[src/sos_params.svh]
// register offsets, field positions and reset values of the status output selector
// How it works
// [RL1] two-bit primary threshold code: 0=200mV, 1=300mV, 2=400mV, 3 reserved; resets to 1
// [RL2] four-bit source selector in bits 7..4 picks the status pin source; resets to 5
// [RL3] codes 0,1,2: primary signal loss, secondary signal loss, first synthesizer lock loss
// [RL4] code 3: first reference divider halved; code 4: first feedback divider halved
// [RL5] codes 5,6,7: second lock loss, second reference and feedback dividers halved
// [RL6] codes 8 and 9: oscillator calibration active for first and second synthesizer
// [RL7] code 10: interrupt indication formed from the interrupt flag bits; the code routes the interrupt_indication_in port, not irq_out
// [RL8] codes 11,12: phase detector input divider halved, first and second synthesizer
// [RL9] code 13 memory activity; 14,15 automatic secondary-to-primary switch per synthesizer
// [RL10] polarity bit 3 set gives active high output, clear gives active low; resets to 1
// [RL11] active test configuration overrides the selection and drives the pin instead
// [RL12] sixteen-way multiplexer then conditional inversion; bits 2..0 read zero, ignore writes
`ifndef SOS_PARAMS_SVH
`define SOS_PARAMS_SVH
`define SOS_OFS_STATUS_SEL 12'h06C
`define SOS_IDX_STATUS_SEL 8'h1B
`define SOS_OFS_LEVEL 12'h100
`define SOS_OFS_IRQ_STATUS 12'h104
`define SOS_OFS_IRQ_MASK 12'h108
`define SOS_OFS_TEST_CTRL 12'h10C
`define SOS_OFS_LIVE 12'h110
`define SOS_SEL_MSB 7
`define SOS_SEL_LSB 4
`define SOS_POL_BIT 3
`define SOS_LVL_MSB 1
`define SOS_LVL_LSB 0
`define SOS_SEL_RESET 4'h5
`define SOS_POL_RESET 1'b1
`define SOS_LVL_RESET 2'h1
`define SOS_LVL_RESERVED 2'h3
`define SOS_IRQ_BITS 3
`endif

[src/sos_pkg.sv]
// types shared by the status output selector
package sos_pkg;
	typedef enum logic [3:0] {
		SOS_PRI_LOS, SOS_SEC_LOS, SOS_S1_LOL, SOS_S1_RDIV, SOS_S1_NDIV, SOS_S2_LOL,
		SOS_S2_RDIV, SOS_S2_NDIV, SOS_S1_CAL, SOS_S2_CAL, SOS_IRQ, SOS_S1_MDIV,
		SOS_S2_MDIV, SOS_EEPROM, SOS_S1_SWITCH, SOS_S2_SWITCH
	} sos_source_t;
	typedef enum logic [1:0] {
		SOS_LVL_200MV, SOS_LVL_300MV, SOS_LVL_400MV, SOS_LVL_RSVD
	} sos_level_t;
endpackage : sos_pkg

[src/sos_sel_if.sv]
// selection signals passed from the register file to the output stage
`timescale 1ns/1ps
interface sos_sel_if;
	logic [3:0] sel;
	logic pol;
	logic test_en;
	logic test_val;
	modport regs (output sel, output pol, output test_en, output test_val);
	modport mux (input sel, input pol, input test_en, input test_val);
endinterface : sos_sel_if

[src/sos_top.sv]
// status output selector: apb registers, source gathering and status pin
`timescale 1ns/1ps
`include "sos_params.svh"
module sos_top
	import sos_pkg::*;
(
	input wire logic clk_in,
	input wire logic resetn_in,
	input wire logic psel_in,
	input wire logic penable_in,
	input wire logic pwrite_in,
	input wire logic [11:0] paddr_in,
	input wire logic [31:0] pwdata_in,
	input wire logic [3:0] pstrb_in,
	output logic [31:0] prdata_out,
	output logic pready_out,
	output logic pslverr_out,
	input wire logic primary_reference_loss_of_signal_in,
	input wire logic secondary_reference_loss_of_signal_in,
	input wire logic first_synthesizer_loss_of_lock_in,
	input wire logic second_synthesizer_loss_of_lock_in,
	input wire logic [5:0] divider_tick_in,
	input wire logic [1:0] divider_bypass_in,
	input wire logic [1:0] calibration_active_in,
	input wire logic interrupt_indication_in,
	input wire logic eeprom_active_in,
	input wire logic [1:0] auto_switch_in,
	output logic [1:0] primary_threshold_select_out,
	output logic status_a_pin_out,
	output logic irq_out
);
	////////////////////////////////////////////////////////////////
	// register state
	logic [3:0] status_a_source_select;
	logic status_a_polarity;
	logic [1:0] primary_threshold_select;
	logic [2:0] irq_status;
	logic [2:0] irq_mask;
	logic test_en;
	logic test_val;
	logic [3:0] next_sel;
	logic next_pol;
	logic [1:0] next_lvl;
	logic [2:0] next_irq_status;
	logic [2:0] next_irq_mask;
	logic next_test_en;
	logic next_test_val;
	logic [31:0] next_prdata;
	logic wr_acc;
	logic rd_acc;
	logic mapped;
	logic [2:0] events;
	logic [2:0] prev_events;
	logic [5:0] half;
	logic [15:0] sources;
	sos_sel_if sel_bus ();

	function automatic logic is_mapped(input logic [11:0] a);
		is_mapped = (a == `SOS_OFS_STATUS_SEL) || (a == `SOS_OFS_LEVEL) ||
			(a == `SOS_OFS_IRQ_STATUS) || (a == `SOS_OFS_IRQ_MASK) ||
			(a == `SOS_OFS_TEST_CTRL) || (a == `SOS_OFS_LIVE);
	endfunction : is_mapped

	assign wr_acc = psel_in && penable_in && pwrite_in;
	assign rd_acc = psel_in && penable_in && !pwrite_in;
	assign mapped = is_mapped(paddr_in);
	assign pready_out = 1'b1;
	assign pslverr_out = psel_in && penable_in && !mapped;

	////////////////////////////////////////////////////////////////
	// events: rising edges of both loss-of-lock flags and either auto switch
	assign events = {|auto_switch_in, second_synthesizer_loss_of_lock_in,
		first_synthesizer_loss_of_lock_in};

	always_comb begin
		next_sel = status_a_source_select;
		next_pol = status_a_polarity;
		next_lvl = primary_threshold_select;
		next_irq_mask = irq_mask;
		next_test_en = test_en;
		next_test_val = test_val;
		next_irq_status = irq_status;
		if (wr_acc && pstrb_in[0]) begin
			unique case (paddr_in)
				`SOS_OFS_STATUS_SEL: begin
					// [RL2] source selector write
					next_sel = pwdata_in[`SOS_SEL_MSB:`SOS_SEL_LSB];
					// [RL10] polarity write
					next_pol = pwdata_in[`SOS_POL_BIT];
				end
				`SOS_OFS_LEVEL: begin
					// [RL1] threshold write
					next_lvl = pwdata_in[`SOS_LVL_MSB:`SOS_LVL_LSB];
				end
				`SOS_OFS_IRQ_STATUS: begin
					next_irq_status = irq_status & ~pwdata_in[2:0];
				end
				`SOS_OFS_IRQ_MASK: begin
					next_irq_mask = pwdata_in[2:0];
				end
				`SOS_OFS_TEST_CTRL: begin
					next_test_en = pwdata_in[0];
					next_test_val = pwdata_in[1];
				end
				default: begin
				end
			endcase
		end
		// set wins over clear
		next_irq_status = next_irq_status | (events & ~prev_events);
	end

	always_ff @(posedge clk_in or negedge resetn_in) begin
		if (!resetn_in) begin
			status_a_source_select <= `SOS_SEL_RESET;
			status_a_polarity <= `SOS_POL_RESET;
			primary_threshold_select <= `SOS_LVL_RESET;
			irq_status <= 3'h0;
			irq_mask <= 3'h0;
			test_en <= 1'b0;
			test_val <= 1'b0;
			prev_events <= 3'h0;
		end else begin
			status_a_source_select <= next_sel;
			status_a_polarity <= next_pol;
			primary_threshold_select <= next_lvl;
			irq_status <= next_irq_status;
			irq_mask <= next_irq_mask;
			test_en <= next_test_en;
			test_val <= next_test_val;
			prev_events <= events;
		end
	end

	// a set mask bit silences its status bit
	assign irq_out = |(irq_status & ~irq_mask);
	assign primary_threshold_select_out = primary_threshold_select;

	////////////////////////////////////////////////////////////////
	// read data
	always_comb begin
		next_prdata = prdata_out;
		if (psel_in && !penable_in && !pwrite_in) begin
			next_prdata = 32'h0000_0000;
			unique case (paddr_in)
				`SOS_OFS_STATUS_SEL: begin
					// [RL12] low bits read zero
					next_prdata[7:0] = {status_a_source_select, status_a_polarity, 3'b000};
				end
				`SOS_OFS_LEVEL: begin
					next_prdata[1:0] = primary_threshold_select;
				end
				`SOS_OFS_IRQ_STATUS: begin
					next_prdata[2:0] = irq_status;
				end
				`SOS_OFS_IRQ_MASK: begin
					next_prdata[2:0] = irq_mask;
				end
				`SOS_OFS_TEST_CTRL: begin
					next_prdata[1:0] = {test_val, test_en};
				end
				`SOS_OFS_LIVE: begin
					next_prdata[0] = status_a_pin_out;
				end
				default: begin
				end
			endcase
		end
	end

	always_ff @(posedge clk_in or negedge resetn_in) begin
		if (!resetn_in) begin
			prdata_out <= 32'h0000_0000;
		end else begin
			prdata_out <= next_prdata;
		end
	end

	////////////////////////////////////////////////////////////////
	// source gathering
	sos_halver u_halver (
		.clk_in(clk_in),
		.resetn_in(resetn_in),
		.tick_in(divider_tick_in),
		.half_out(half)
	);

	always_comb begin
		// [RL3] loss flags
		sources[SOS_PRI_LOS] = primary_reference_loss_of_signal_in;
		sources[SOS_SEC_LOS] = secondary_reference_loss_of_signal_in;
		sources[SOS_S1_LOL] = first_synthesizer_loss_of_lock_in;
		// [RL4] first synthesizer dividers
		sources[SOS_S1_RDIV] = half[0] & ~divider_bypass_in[0];
		sources[SOS_S1_NDIV] = half[1];
		// [RL5] second synthesizer
		sources[SOS_S2_LOL] = second_synthesizer_loss_of_lock_in;
		sources[SOS_S2_RDIV] = half[2] & ~divider_bypass_in[1];
		sources[SOS_S2_NDIV] = half[3];
		// [RL6] calibration activity
		sources[SOS_S1_CAL] = calibration_active_in[0];
		sources[SOS_S2_CAL] = calibration_active_in[1];
		// [RL7] interrupt source
		sources[SOS_IRQ] = interrupt_indication_in;
		// [RL8] phase detector dividers
		sources[SOS_S1_MDIV] = half[4];
		sources[SOS_S2_MDIV] = half[5];
		// [RL9] memory and switch events
		sources[SOS_EEPROM] = eeprom_active_in;
		sources[SOS_S1_SWITCH] = auto_switch_in[0];
		sources[SOS_S2_SWITCH] = auto_switch_in[1];
	end

	assign sel_bus.sel = status_a_source_select;
	assign sel_bus.pol = status_a_polarity;
	assign sel_bus.test_en = test_en;
	assign sel_bus.test_val = test_val;

	sos_status_mux u_mux (
		.clk_in(clk_in),
		.resetn_in(resetn_in),
		.src_in(sources),
		.cfg(sel_bus.mux),
		.pin_out(status_a_pin_out)
	);

	////////////////////////////////////////////////////////////////
	// checks
	// [RL2] selector reset value
	a_sel_reset_value: assert property (@(posedge clk_in) $rose(resetn_in) |-> // RL2
		status_a_source_select == `SOS_SEL_RESET)
		else $error("selector reset wrong");

	// [RL10] polarity reset value
	a_pol_reset_value: assert property (@(posedge clk_in) $rose(resetn_in) |-> // RL10
		status_a_polarity == `SOS_POL_RESET)
		else $error("polarity reset wrong");

	// [RL1] threshold reset value
	a_lvl_reset_value: assert property (@(posedge clk_in) $rose(resetn_in) |-> // RL1
		primary_threshold_select_out == `SOS_LVL_RESET)
		else $error("threshold reset wrong");

	// [RL1] threshold write lands
	a_lvl_write_takes: assert property (@(posedge clk_in) disable iff (!resetn_in) // RL1
		wr_acc && pstrb_in[0] && paddr_in == `SOS_OFS_LEVEL |=>
		primary_threshold_select == $past(pwdata_in[1:0]))
		else $error("level write lost");

	// [RL1] threshold holds otherwise
	a_lvl_holds: assert property (@(posedge clk_in) disable iff (!resetn_in) // RL1
		!(wr_acc && pstrb_in[0] && paddr_in == `SOS_OFS_LEVEL) |=>
		$stable(primary_threshold_select_out))
		else $error("level changed without a write");

	// [RL2] selector write lands
	a_sel_write_takes: assert property (@(posedge clk_in) disable iff (!resetn_in) // RL2
		wr_acc && pstrb_in[0] && paddr_in == `SOS_OFS_STATUS_SEL |=>
		status_a_source_select == $past(pwdata_in[`SOS_SEL_MSB:`SOS_SEL_LSB]))
		else $error("selector write lost");

	// [RL2] selector holds otherwise
	a_sel_holds: assert property (@(posedge clk_in) disable iff (!resetn_in) // RL2
		!(wr_acc && pstrb_in[0] && paddr_in == `SOS_OFS_STATUS_SEL) |=>
		$stable(status_a_source_select))
		else $error("selector changed without a write");

	// [RL10] polarity write lands
	a_pol_write_takes: assert property (@(posedge clk_in) disable iff (!resetn_in) // RL10
		wr_acc && pstrb_in[0] && paddr_in == `SOS_OFS_STATUS_SEL |=>
		status_a_polarity == $past(pwdata_in[`SOS_POL_BIT]))
		else $error("polarity write lost");

	// [RL12] pin follows selection
	a_pin_follows_src: assert property (@(posedge clk_in) disable iff (!resetn_in) // RL12
		!test_en |=> status_a_pin_out == ($past(sources[status_a_source_select])
		~^ $past(status_a_polarity)))
		else $error("pin mismatch");

	// [RL10] low polarity inverts
	a_pol_inverts: assert property (@(posedge clk_in) disable iff (!resetn_in) // RL10
		!test_en && !status_a_polarity && sources[status_a_source_select] |=>
		!status_a_pin_out)
		else $error("polarity wrong");

	// [RL11] test value overrides
	a_test_override: assert property (@(posedge clk_in) disable iff (!resetn_in) // RL11
		test_en |=> status_a_pin_out == $past(test_val))
		else $error("test not applied");

	// [RL12] reserved bits read zero
	a_low_bits_zero: assert property (@(posedge clk_in) disable iff (!resetn_in) // RL12
		rd_acc && paddr_in == `SOS_OFS_STATUS_SEL |-> prdata_out[2:0] == 3'b000)
		else $error("reserved bits set");

	// [RL3] primary loss routed
	a_los_pri_routes: assert property (@(posedge clk_in) disable iff (!resetn_in) // RL3
		status_a_source_select == 4'h0 && status_a_polarity && !test_en |=>
		status_a_pin_out == $past(primary_reference_loss_of_signal_in))
		else $error("primary loss misrouted");

	// [RL3] secondary loss routed
	a_los_sec_routes: assert property (@(posedge clk_in) disable iff (!resetn_in) // RL3
		status_a_source_select == 4'h1 && status_a_polarity && !test_en |=>
		status_a_pin_out == $past(secondary_reference_loss_of_signal_in))
		else $error("secondary loss misrouted");

	// [RL3] first lock loss routed
	a_lol1_routes: assert property (@(posedge clk_in) disable iff (!resetn_in) // RL3
		status_a_source_select == 4'h2 && status_a_polarity && !test_en
		##1 status_a_source_select == 4'h2 |-> status_a_pin_out ==
		$past(first_synthesizer_loss_of_lock_in)) else $error("lock loss misrouted");

	// [RL4] bypassed reference divider silent
	a_rdiv_bypassed: assert property (@(posedge clk_in) disable iff (!resetn_in) // RL4
		status_a_source_select == 4'h3 && status_a_polarity && !test_en &&
		divider_bypass_in[0] |=> !status_a_pin_out)
		else $error("bypassed divider shown");

	// [RL4] first feedback divider routed
	a_ndiv_routes: assert property (@(posedge clk_in) disable iff (!resetn_in) // RL4
		status_a_source_select == 4'h4 && status_a_polarity && !test_en |=>
		status_a_pin_out == $past(half[1]))
		else $error("feedback divider misrouted");

	// [RL5] second lock loss routed
	a_lol2_routes: assert property (@(posedge clk_in) disable iff (!resetn_in) // RL5
		status_a_source_select == 4'h5 && status_a_polarity && !test_en |=>
		status_a_pin_out == $past(second_synthesizer_loss_of_lock_in))
		else $error("second lock loss misrouted");

	// [RL5] second bypassed divider silent
	a_s2_rdiv_bypassed: assert property (@(posedge clk_in) disable iff (!resetn_in) // RL5
		status_a_source_select == 4'h6 && status_a_polarity && !test_en &&
		divider_bypass_in[1] |=> !status_a_pin_out)
		else $error("second bypassed divider shown");

	// [RL4] [RL5] [RL8] ticks halve dividers
	a_div_halves: assert property (@(posedge clk_in) disable iff (!resetn_in) // RL4 RL5 RL8
		divider_tick_in != 6'h00 |=>
		half == ($past(half) ^ $past(divider_tick_in)))
		else $error("divider halving wrong");

	// [RL6] calibration activity routed
	a_cal_routes: assert property (@(posedge clk_in) disable iff (!resetn_in) // RL6
		(status_a_source_select == 4'h8 || status_a_source_select == 4'h9) &&
		status_a_polarity && !test_en |=> status_a_pin_out ==
		$past(calibration_active_in[status_a_source_select[0]])) else $error("cal misrouted");

	// [RL7] interrupt routed
	a_irq_routes: assert property (@(posedge clk_in) disable iff (!resetn_in) // RL7
		status_a_source_select == 4'hA && status_a_polarity && !test_en
		|=> status_a_pin_out == $past(interrupt_indication_in))
		else $error("irq misrouted");

	// [RL8] phase detector divider routed
	a_mdiv_routes: assert property (@(posedge clk_in) disable iff (!resetn_in) // RL8
		status_a_source_select == 4'hB && status_a_polarity && !test_en |=>
		status_a_pin_out == $past(half[4]))
		else $error("phase detector divider misrouted");

	// [RL9] memory activity routed
	a_eeprom_routes: assert property (@(posedge clk_in) disable iff (!resetn_in) // RL9
		status_a_source_select == 4'hD && status_a_polarity && !test_en |=>
		status_a_pin_out == $past(eeprom_active_in))
		else $error("memory activity misrouted");

	// [RL9] auto switch routed
	a_switch_routes: assert property (@(posedge clk_in) disable iff (!resetn_in) // RL9
		(status_a_source_select == 4'hE || status_a_source_select == 4'hF) &&
		status_a_polarity && !test_en |=> status_a_pin_out ==
		$past(auto_switch_in[status_a_source_select[0]])) else $error("switch misrouted");
endmodule : sos_top

[src/sos_halver.sv]
// divide-by-two toggles for the six divider tap strobes
`timescale 1ns/1ps
module sos_halver (
	input wire logic clk_in,
	input wire logic resetn_in,
	input wire logic [5:0] tick_in,
	output logic [5:0] half_out
);
	logic [5:0] next_half;
	always_comb begin
		next_half = half_out ^ tick_in;
	end
	always_ff @(posedge clk_in or negedge resetn_in) begin
		if (!resetn_in) begin
			half_out <= 6'h00;
		end else begin
			half_out <= next_half;
		end
	end
endmodule : sos_halver

[src/sos_status_mux.sv]
// source multiplexer with polarity and test override
`timescale 1ns/1ps
module sos_status_mux
	import sos_pkg::*;
(
	input wire logic clk_in,
	input wire logic resetn_in,
	input wire logic [15:0] src_in,
	sos_sel_if.mux cfg,
	output logic pin_out
);
	logic next_pin;
	logic picked;
	always_comb begin
		// [RL12] pick then invert
		picked = src_in[cfg.sel];
		// [RL10] polarity inversion
		next_pin = cfg.pol ? picked : ~picked;
		// [RL11] test override
		if (cfg.test_en) begin
			next_pin = cfg.test_val;
		end
	end
	always_ff @(posedge clk_in or negedge resetn_in) begin
		if (!resetn_in) begin
			pin_out <= 1'b0;
		end else begin
			pin_out <= next_pin;
		end
	end
endmodule : sos_status_mux

[config.mk]
export PLATFORM = sky130hd
export DESIGN_NAME = sos_top
export DESIGN_NICKNAME = d
export VERILOG_FILES = /design/src/sos_pkg.sv /design/src/sos_sel_if.sv /design/src/sos_top.sv /design/src/sos_halver.sv /design/src/sos_status_mux.sv
export VERILOG_INCLUDE_DIRS = /design/src
export SDC_FILE = /design/constraint.sdc
export NUM_CORES = 1
export LEC_CHECK = 0
export CAP_MARGIN = 20
export CORE_MARGIN = 2
export CORE_UTILIZATION = 56
export CTS_BUF_LIST = sky130_fd_sc_hd__clkbuf_16
export CTS_CLUSTER_SIZE = 12
export DETAILED_ROUTE_END_ITERATION = 16
export DONT_BUFFER_PORTS = 1
export HOLD_SLACK_MARGIN = 0.1
export PLACE_DENSITY_LB_ADDON = 0.12
export SYNTH_ARGS = -nofsm -noshare
export SYNTH_HDL_FRONTEND = slang
export SYNTH_SLANG_ARGS = --single-unit
[constraint.sdc]
create_clock -name clk_in -period 1.5 [get_ports clk_in]
set_input_delay 0.225 -clock clk_in [delete_from_list [all_inputs] [get_ports clk_in]]
set_output_delay 0.225 -clock clk_in [all_outputs]
set_load 0.02 [all_outputs]
==> impl_results.md, run 1 <==
* Status: complete, but fails checks
* Failing checks: setup timing
* Register area at 831 sq um
* Post-Synthesis Cells at 165
* CP startpoint kind: flip-flop
* Critical Path AT at 1.88 ns
* Sum Neg Setup Slack at -0.169 ns
* Pre-antenna DRT Iters at 4
* DRC viols at 0
* Final Skew at 0.00587 ns
* Routed Antenna Nets at 0
* Worst Tran Pin Value at 0.532 ns
* Fin nets at 261
* Clock power frac at 42.3%
* Initial Utilization at 59.5%
* Layout area overhead at 17.4%
* Simple-gate share of the synthesized area at 15.0%
* RePlAce Congestion at 0.771
* Most frequent cells in the layout: dfrtp_1, conb_1, dlygate4sd3_1
* Count of final max-slew check failures at 0
* Cells on worst reg2reg path at 5
* Final hold violations at 0
* P per Cell Area at 1060 nW/um^2
* Fin area at 2170 sq um
* Complex-gate fraction of the synthesized area at 10.4%
* Clk sinks at 33
* CTS Buffer Depth at 2
* Yosys top cell by area: dfrtp_1
* GRT Total Usage at 22.4%
* Most common cell after layout, fill and taps aside: dfrtp_1
* Final Worst Setup Slack at -0.169 ns
* Final WL at 3650 um
* CTS tree: built
* Fmax at 599 MHz
* Depth of the worst hold-timing path at 1
* Root Buffer: clkbuf_16
* Area after DPL at 1820 sq um
* Crit end category: flip-flop
* Final setup viols at 1
* Max Cap Viol at 0
* Grt ovf at 0
* RSZ-0062 raised after global routing: yes
* Tot Pwr at 2.30 mW
* Share of cells above drive strength 1 at 25.7%
* Number of global-route vias before repair at 1276
* Final std cells w/o fill at 235
* Maximum ir drop on the vdd rail at 769 uV
* Net switching power figure at 574 uW
* Drt first-iter violations at 30
* Adder-cell area share of the yosys netlist at 0%
* Fillers at 224
* H-tree levels at 2
* Initial antenna violation count at 0
* Min-delay src: pwdata_in[0]
* Main combinational cell family by area after synthesis: simple AND/OR/NAND/NOR gates
* Synth top area cells: dfrtp_1, buf_4, mux2_2, dfstp_2, a22o_1
* Yosys top cell area share at 39.3%
* Leakage at 1.01 nW
* Die X-Extent at 61.4 um
* Fin util at 69.8%
* Max_slew headroom at 65.2%
* CTS clk-pin slew, worst paths at 0.05 ns
* Number of diodes at 0
* Boundary pin count at 109
* Sw Ratio at 24.9%
* Rows at 20
* Netlist cell types at 40
* Mean Syn Cell Area at 11.2 sq um
* Synth Warn # at 0
* Internal power at 1.73 mW
* CTS buffer count at 5
* Worst Path Max Fanout at 4
* Largest net degree at the start of global routing at 34
* Placed Cells at 208
* Area of the multi-input gates at 876 sq um
* Hold Path End: irq_mask[0]
* Worst reg2reg path startpoint: sel_bus.sel[0]
* Setup slack on the worst flop-to-flop path at -0.17 ns
* Post-Syn Area at 1850 sq um
* DP HPWL at 2540 um
* R2r endpoint: u_mux.pin_out
* Sequential Power Share at 45.2%
* Wirelength per Cell at 15.5 um
* Final period utilization at 111%
* Global-route wire length before repair at 5910 um
* Buffers on Ports at 0
* Post-synthesis sequential area ratio at 45.0%
* Worst path required time at 1.71 ns
* Hold slack at 0.105 ns
* Die area at 3770 sq um
* Crit path kind: flip-flop to flip-flop
* Core Region at 3100 sq um
* Vias per cell at 5.22
* Min-delay worst type: input pin to flip-flop
* Total number of vias at 1226
* Chip Height at 61.4 um
* Yosys reg bits at 33
* Combinational share of power at 12.5%
* Clk Latency, worst-skew pair at 0.28 ns
* XOR/XNOR share of the synthesized area at 3.32%
* Mux cell area share after synthesis at 13.2%
* Placement Setup Slack at -0.198 ns
* Post-route minimum period at 1.67 ns
==> per-layer routing <==
metal	GRT usage [%]	wire, um
met2	36.3	1800
met5	0	0
met4	9.73	72
met1	27.0	1530
met3	7.98	248
==> kinds of logic (layout without fill, tap and decap cells) <==
kind of cell           after synthesis  count (layout)
AND/OR/NAND/NOR                     42              42
buffers and inverters               36              39
flip-flops                          33              33
AO/OA/AOI/OAI                       26              26
multiplexers                        19              19
XOR/XNOR                             7               7
other                                2              25
==> what timing repair did <==
action	4_1_cts	5_1_grt
hold buffers	17	0
resized for setup	2	2
hold endpoints to repair	50	0
setup endpoints to repair	1	1
buffers inserted	1	1
pin swaps	0	0
==> power by group through the flow <==
stage	Sequential, mW	Combinational, mW	Clock, mW
3_3_place_gp	1.06	0.218	0
2_1_floorplan	1.04	0.239	0
5_1_grt	1.05	0.326	1.04
6_report	1.04	0.289	0.973
3_5_place_dp	1.06	0.223	0
4_1_cts	1.04	0.287	0.991
==> cell type report <==
class,count,area share (%)
clock inverter,3,0.808
inverter,7,1.21
multi-input combinational,119,40.4
timing repair buffer,24,10.9
sequential,33,38.3
tap,44,2.54
clock buffer,5,5.77
==> cell usage after synthesis <==
library cell,n
nor3_4,1
or3_4,1
a21boi_0,1
buf_2,1
inv_1,7
nor3b_2,1
a22oi_1,1
buf_4,26
a21oi_1,2
nand2_1,12
mux2i_1,1
and3b_1,1
o22ai_1,1
nand3_1,3
mux4_2,2
nor4_4,1
nor2_1,8
nand4b_2,1
nor2b_1,2
xor2_1,7
nand2b_1,2
nor3_1,3
nor4b_4,1
a32oi_1,1
a21bo_2,1
a31oi_1,3
nor3b_1,2
mux2_4,2
dfrtp_1,29
o31ai_1,1
mux2_2,14
nand4_1,1
a22o_1,9
clkbuf_1,2
o221ai_1,2
conb_1,2
or2_2,1
dfstp_2,4
o21ai_0,4
nor3_2,1
==> registers in the layout, summed over array words and instances (netlist names) <==
register and count:
prdata_out 8, u_halver.half_out 6, sel_bus.sel 4, irq_mask 3, irq_status 3, prev_events 3, primary_threshold_select_out 2, sel_bus.pol 1
sel_bus.test_en 1, sel_bus.test_val 1, u_mux.pin_out 1
==> worst max-delay path by stage <==
stage                               end            from  slack (ns)  cells past startpoint
final                     u_mux.pin_out  sel_bus.sel[0]       -0.17                      5
after global routing      u_mux.pin_out  sel_bus.sel[0]       -0.23                      5
after CTS                 u_mux.pin_out  sel_bus.sel[0]       -0.17                      5
after detailed placement  u_mux.pin_out  sel_bus.sel[0]       -0.20                      5
after global placement    u_mux.pin_out  sel_bus.sel[0]       -0.15                      6
after floorplan           u_mux.pin_out  sel_bus.sel[0]       -0.08                      5
==> critical path: stages, from the launching register on <==
cell and delay [ns]:
dfstp_2 0.57, mux4_2 0.51, a22oi_2 0.16, a32oi_1 0.08
xor2_1 0.16, o21ai_1 0.11
No activity file was read; power rests on OpenSTA's default activity.
==> run 2, diff against run 1 <==
PLACE_DENSITY = 0.74   (was not set)
PLACE_DENSITY_LB_ADDON = not set   (was 0.12)
==> run 2 against run 1 <==
The run still ends with setup timing left. Flip-flop and latch count did not move. Final cell count rose by 0.43%. Cell area is 0.92% higher. Critical path type unchanged. Register-to-register slack worse by 0.17 ns. Die area is the same. First-iteration DRC count is 3.3% lower. Clock-buffer cell count stayed put. Clock skew decreased by 0.0027 ns.
==> impl_results.md, run 2 (synthesized netlist as in run 1, its figures left out) <==
* Status: complete, but fails checks
* Failing checks: setup timing
* Most common cell after layout, fill and taps aside: dfrtp_1
* Sw Ratio at 24.4% (-0.50 points)
* Final WL at 3660 um (+0.22%)
* Setup Buffers After CTS at 0 (-1)
* Core Region at 3100 sq um (unchanged)
* Root Buffer: clkbuf_16
* Final std cells w/o fill at 236 (+0.43%)
* Most flops, register: prdata_out
* Most frequent cells in the layout: dfrtp_1, conb_1, dlygate4sd3_1
* Wirelength per Cell at 15.5 um (-0.21%)
* Critical Path AT at 1.99 ns (+0.11 ns)
* Number of diodes at 0 (unchanged)
* Die X-Extent at 61.4 um (unchanged)
* Crit end category: flip-flop
* Maximum ir drop on the vdd rail at 992 uV (+29%)
* Worst Tran Pin Value at 0.546 ns (+0.0142 ns)
* Layout area overhead at 18.5%
* Final setup viols at 1 (unchanged)
* Worst Path Buf+Inv at 0 (unchanged)
* H-tree levels at 2 (unchanged)
* CP startpoint kind: flip-flop
* Grt ovf at 0 (unchanged)
* Fin nets at 262 (+0.38%)
* Final hold violations at 0 (unchanged)
* Max_slew headroom at 64.2% (-0.93 points)
* Combinational share of power at 13.3% (+0.8 points)
* Min-delay worst type: input pin to flip-flop
* CTS buffer count at 5 (unchanged)
* Rows at 20 (unchanged)
* Max Cap Viol at 0 (unchanged)
* Boundary pin count at 109 (unchanged)
* DRC viols at 0 (unchanged)
* Worst path required time at 1.65 ns (-0.06 ns)
* Final period utilization at 123% (+11 points)
* Fin util at 70.5% (+0.65 points)
* Buffers on Ports at 0 (unchanged)
* Count of final max-slew check failures at 0 (unchanged)
* CTS clk-pin slew, worst paths at 0.05 ns (about the same)
* Die area at 3770 sq um (unchanged)
* DP HPWL at 2650 um (+4.4%)
* Final Skew at 0.00314 ns (-0.00273 ns)
* Max incr delay on CP at 0.56 ns (about the same)
* Slowest cell on the critical path: dfstp_2
* RSZ-0062 raised after global routing: yes
* Largest register FFs at 8 (unchanged)
* Routed Antenna Nets at 0 (unchanged)
* Drt first-iter violations at 29 (-3.3%)
* Crit path kind: flip-flop to flip-flop
* Chip Height at 61.4 um (unchanged)
* Total number of vias at 1248 (+1.8%)
* Global-route wire length before repair at 5640 um (-4.5%)
* Cell family with most CP delay: flip-flops
* P per Cell Area at 1050 nW/um^2 (-1.7%)
* Critical-path cell list: mux4_2, a22oi_2, a32oi_2, xor2_1, o21ai_1
* RePlAce Congestion at 0.852 (+11%)
* Share of cells above drive strength 1 at 26.0% (+0.39 points)
* Clk sinks at 33 (unchanged)
* Largest net degree at the start of global routing at 34 (unchanged)
* CTS Buffer Depth at 2 (unchanged)
* Placed Cells at 210 (+0.96%)
* Leakage at 1.02 nW (+0.80%)
* Pre-antenna DRT Iters at 4 (unchanged)
* GRT Total Usage at 21.5% (-0.88 points)
* Number of global-route vias before repair at 1247 (-2.3%)
* CTS tree: built
* Initial antenna violation count at 0 (unchanged)
* Internal power at 1.73 mW (about the same)
* Sequential Power Share at 45.6% (+0.4 points)
* Fmax at 544 MHz (-9.2%)
* Clock power frac at 41.2% (-1.1 points)
* Vias per cell at 5.29 (+1.4%)
* Clk Latency, worst-skew pair at 0.27 ns (about the same)
* Final Worst Setup Slack at -0.338 ns (-0.169 ns)
* Post-route minimum period at 1.84 ns (+0.169 ns)
* Initial Utilization at 59.5% (unchanged)
* Fillers at 229 (+2.2%)
* Net switching power figure at 558 uW (-2.7%)
* Worst Path Max Fanout at 3 (-1)
==> run 2: what timing repair did <==
| item | CTS | global route |
|---|---|---|
| hold buffers | 18 | 0 |
| resized for setup | 0 | 6 |
| setup endpoints to repair | 1 | 1 |
| hold endpoints to repair | 50 | 0 |
| pin swaps | 0 | 4 |
==> run 2: per-layer routing <==
metal / GRT usage, % / up-vias / share of wire, %
met5: 0 / - / 0
met4: 11.6 / 0 / 1.3
li1: - / 582 / -
met2: 36.6 / 57 / 53
met1: 23.3 / 605 / 38
met3: 7.77 / 4 / 7.9
==> run 2: power groups by stage <==
stage / clock network, mW / registers, mW / logic (mW)
after detailed placement: 0 / 1.05 / 0.227
final: 0.941 / 1.04 / 0.303
after global placement: 0 / 1.05 / 0.222
after CTS: 0.967 / 1.04 / 0.291
after floorplan: 0 / 1.04 / 0.239
after global routing: 1.00 / 1.05 / 0.333
==> run 2: worst paths after layout <==
| path | slack [ns] | cells past startpoint | startpoint | end |
|---|---|---|---|---|
| worst max-delay path | -0.34 | 5 | sel_bus.sel[0] | u_mux.pin_out |
| worst min-delay path | 0.11 | 1 | pwdata_in[1] | irq_mask[1] |
| worst max register to register | -0.34 | 5 | sel_bus.sel[0] | u_mux.pin_out |
| worst min register to register | 0.46 | 1 | u_halver.half_out[0] | u_halver.half_out[0] |
| max in group asynchronous | 0.85 | 2 | resetn_in | sel_bus.sel[0] |
| min in group asynchronous | 0.41 | 2 | resetn_in | prdata_out[5] |
==> run 2: metrics by stage <==
stage / total power [mW] / hold slack [ns] / setup TNS (ns) / setup WS [ns] / area (sq um)
after floorplan: 1.28 / -0.0706 / -0.0791 / -0.0791 / 1940
final: 2.29 / 0.107 / -0.338 / -0.338 / 2190
after global routing: 2.39 / 0.104 / -0.360 / -0.360 / 2190
after CTS: 2.30 / 0.101 / -0.253 / -0.253 / 2160
after detailed placement: 1.28 / -0.0700 / -0.769 / -0.246 / 1830
after global placement: 1.27 / -0.0699 / -0.369 / -0.226 / 1830
==> run 2: layout make-up <==
cell class / count / area (sq um) / share of cell area [%]
clock buffer: 5 / 125 / 5.72
inverter: 7 / 26.3 / 1.20
tap: 44 / 55.1 / 2.52
sequential: 33 / 831 / 38.0
multi-input combinational: 119 / 890 / 40.7
timing repair buffer: 25 / 246 / 11.3
clock inverter: 3 / 13.8 / 0.629
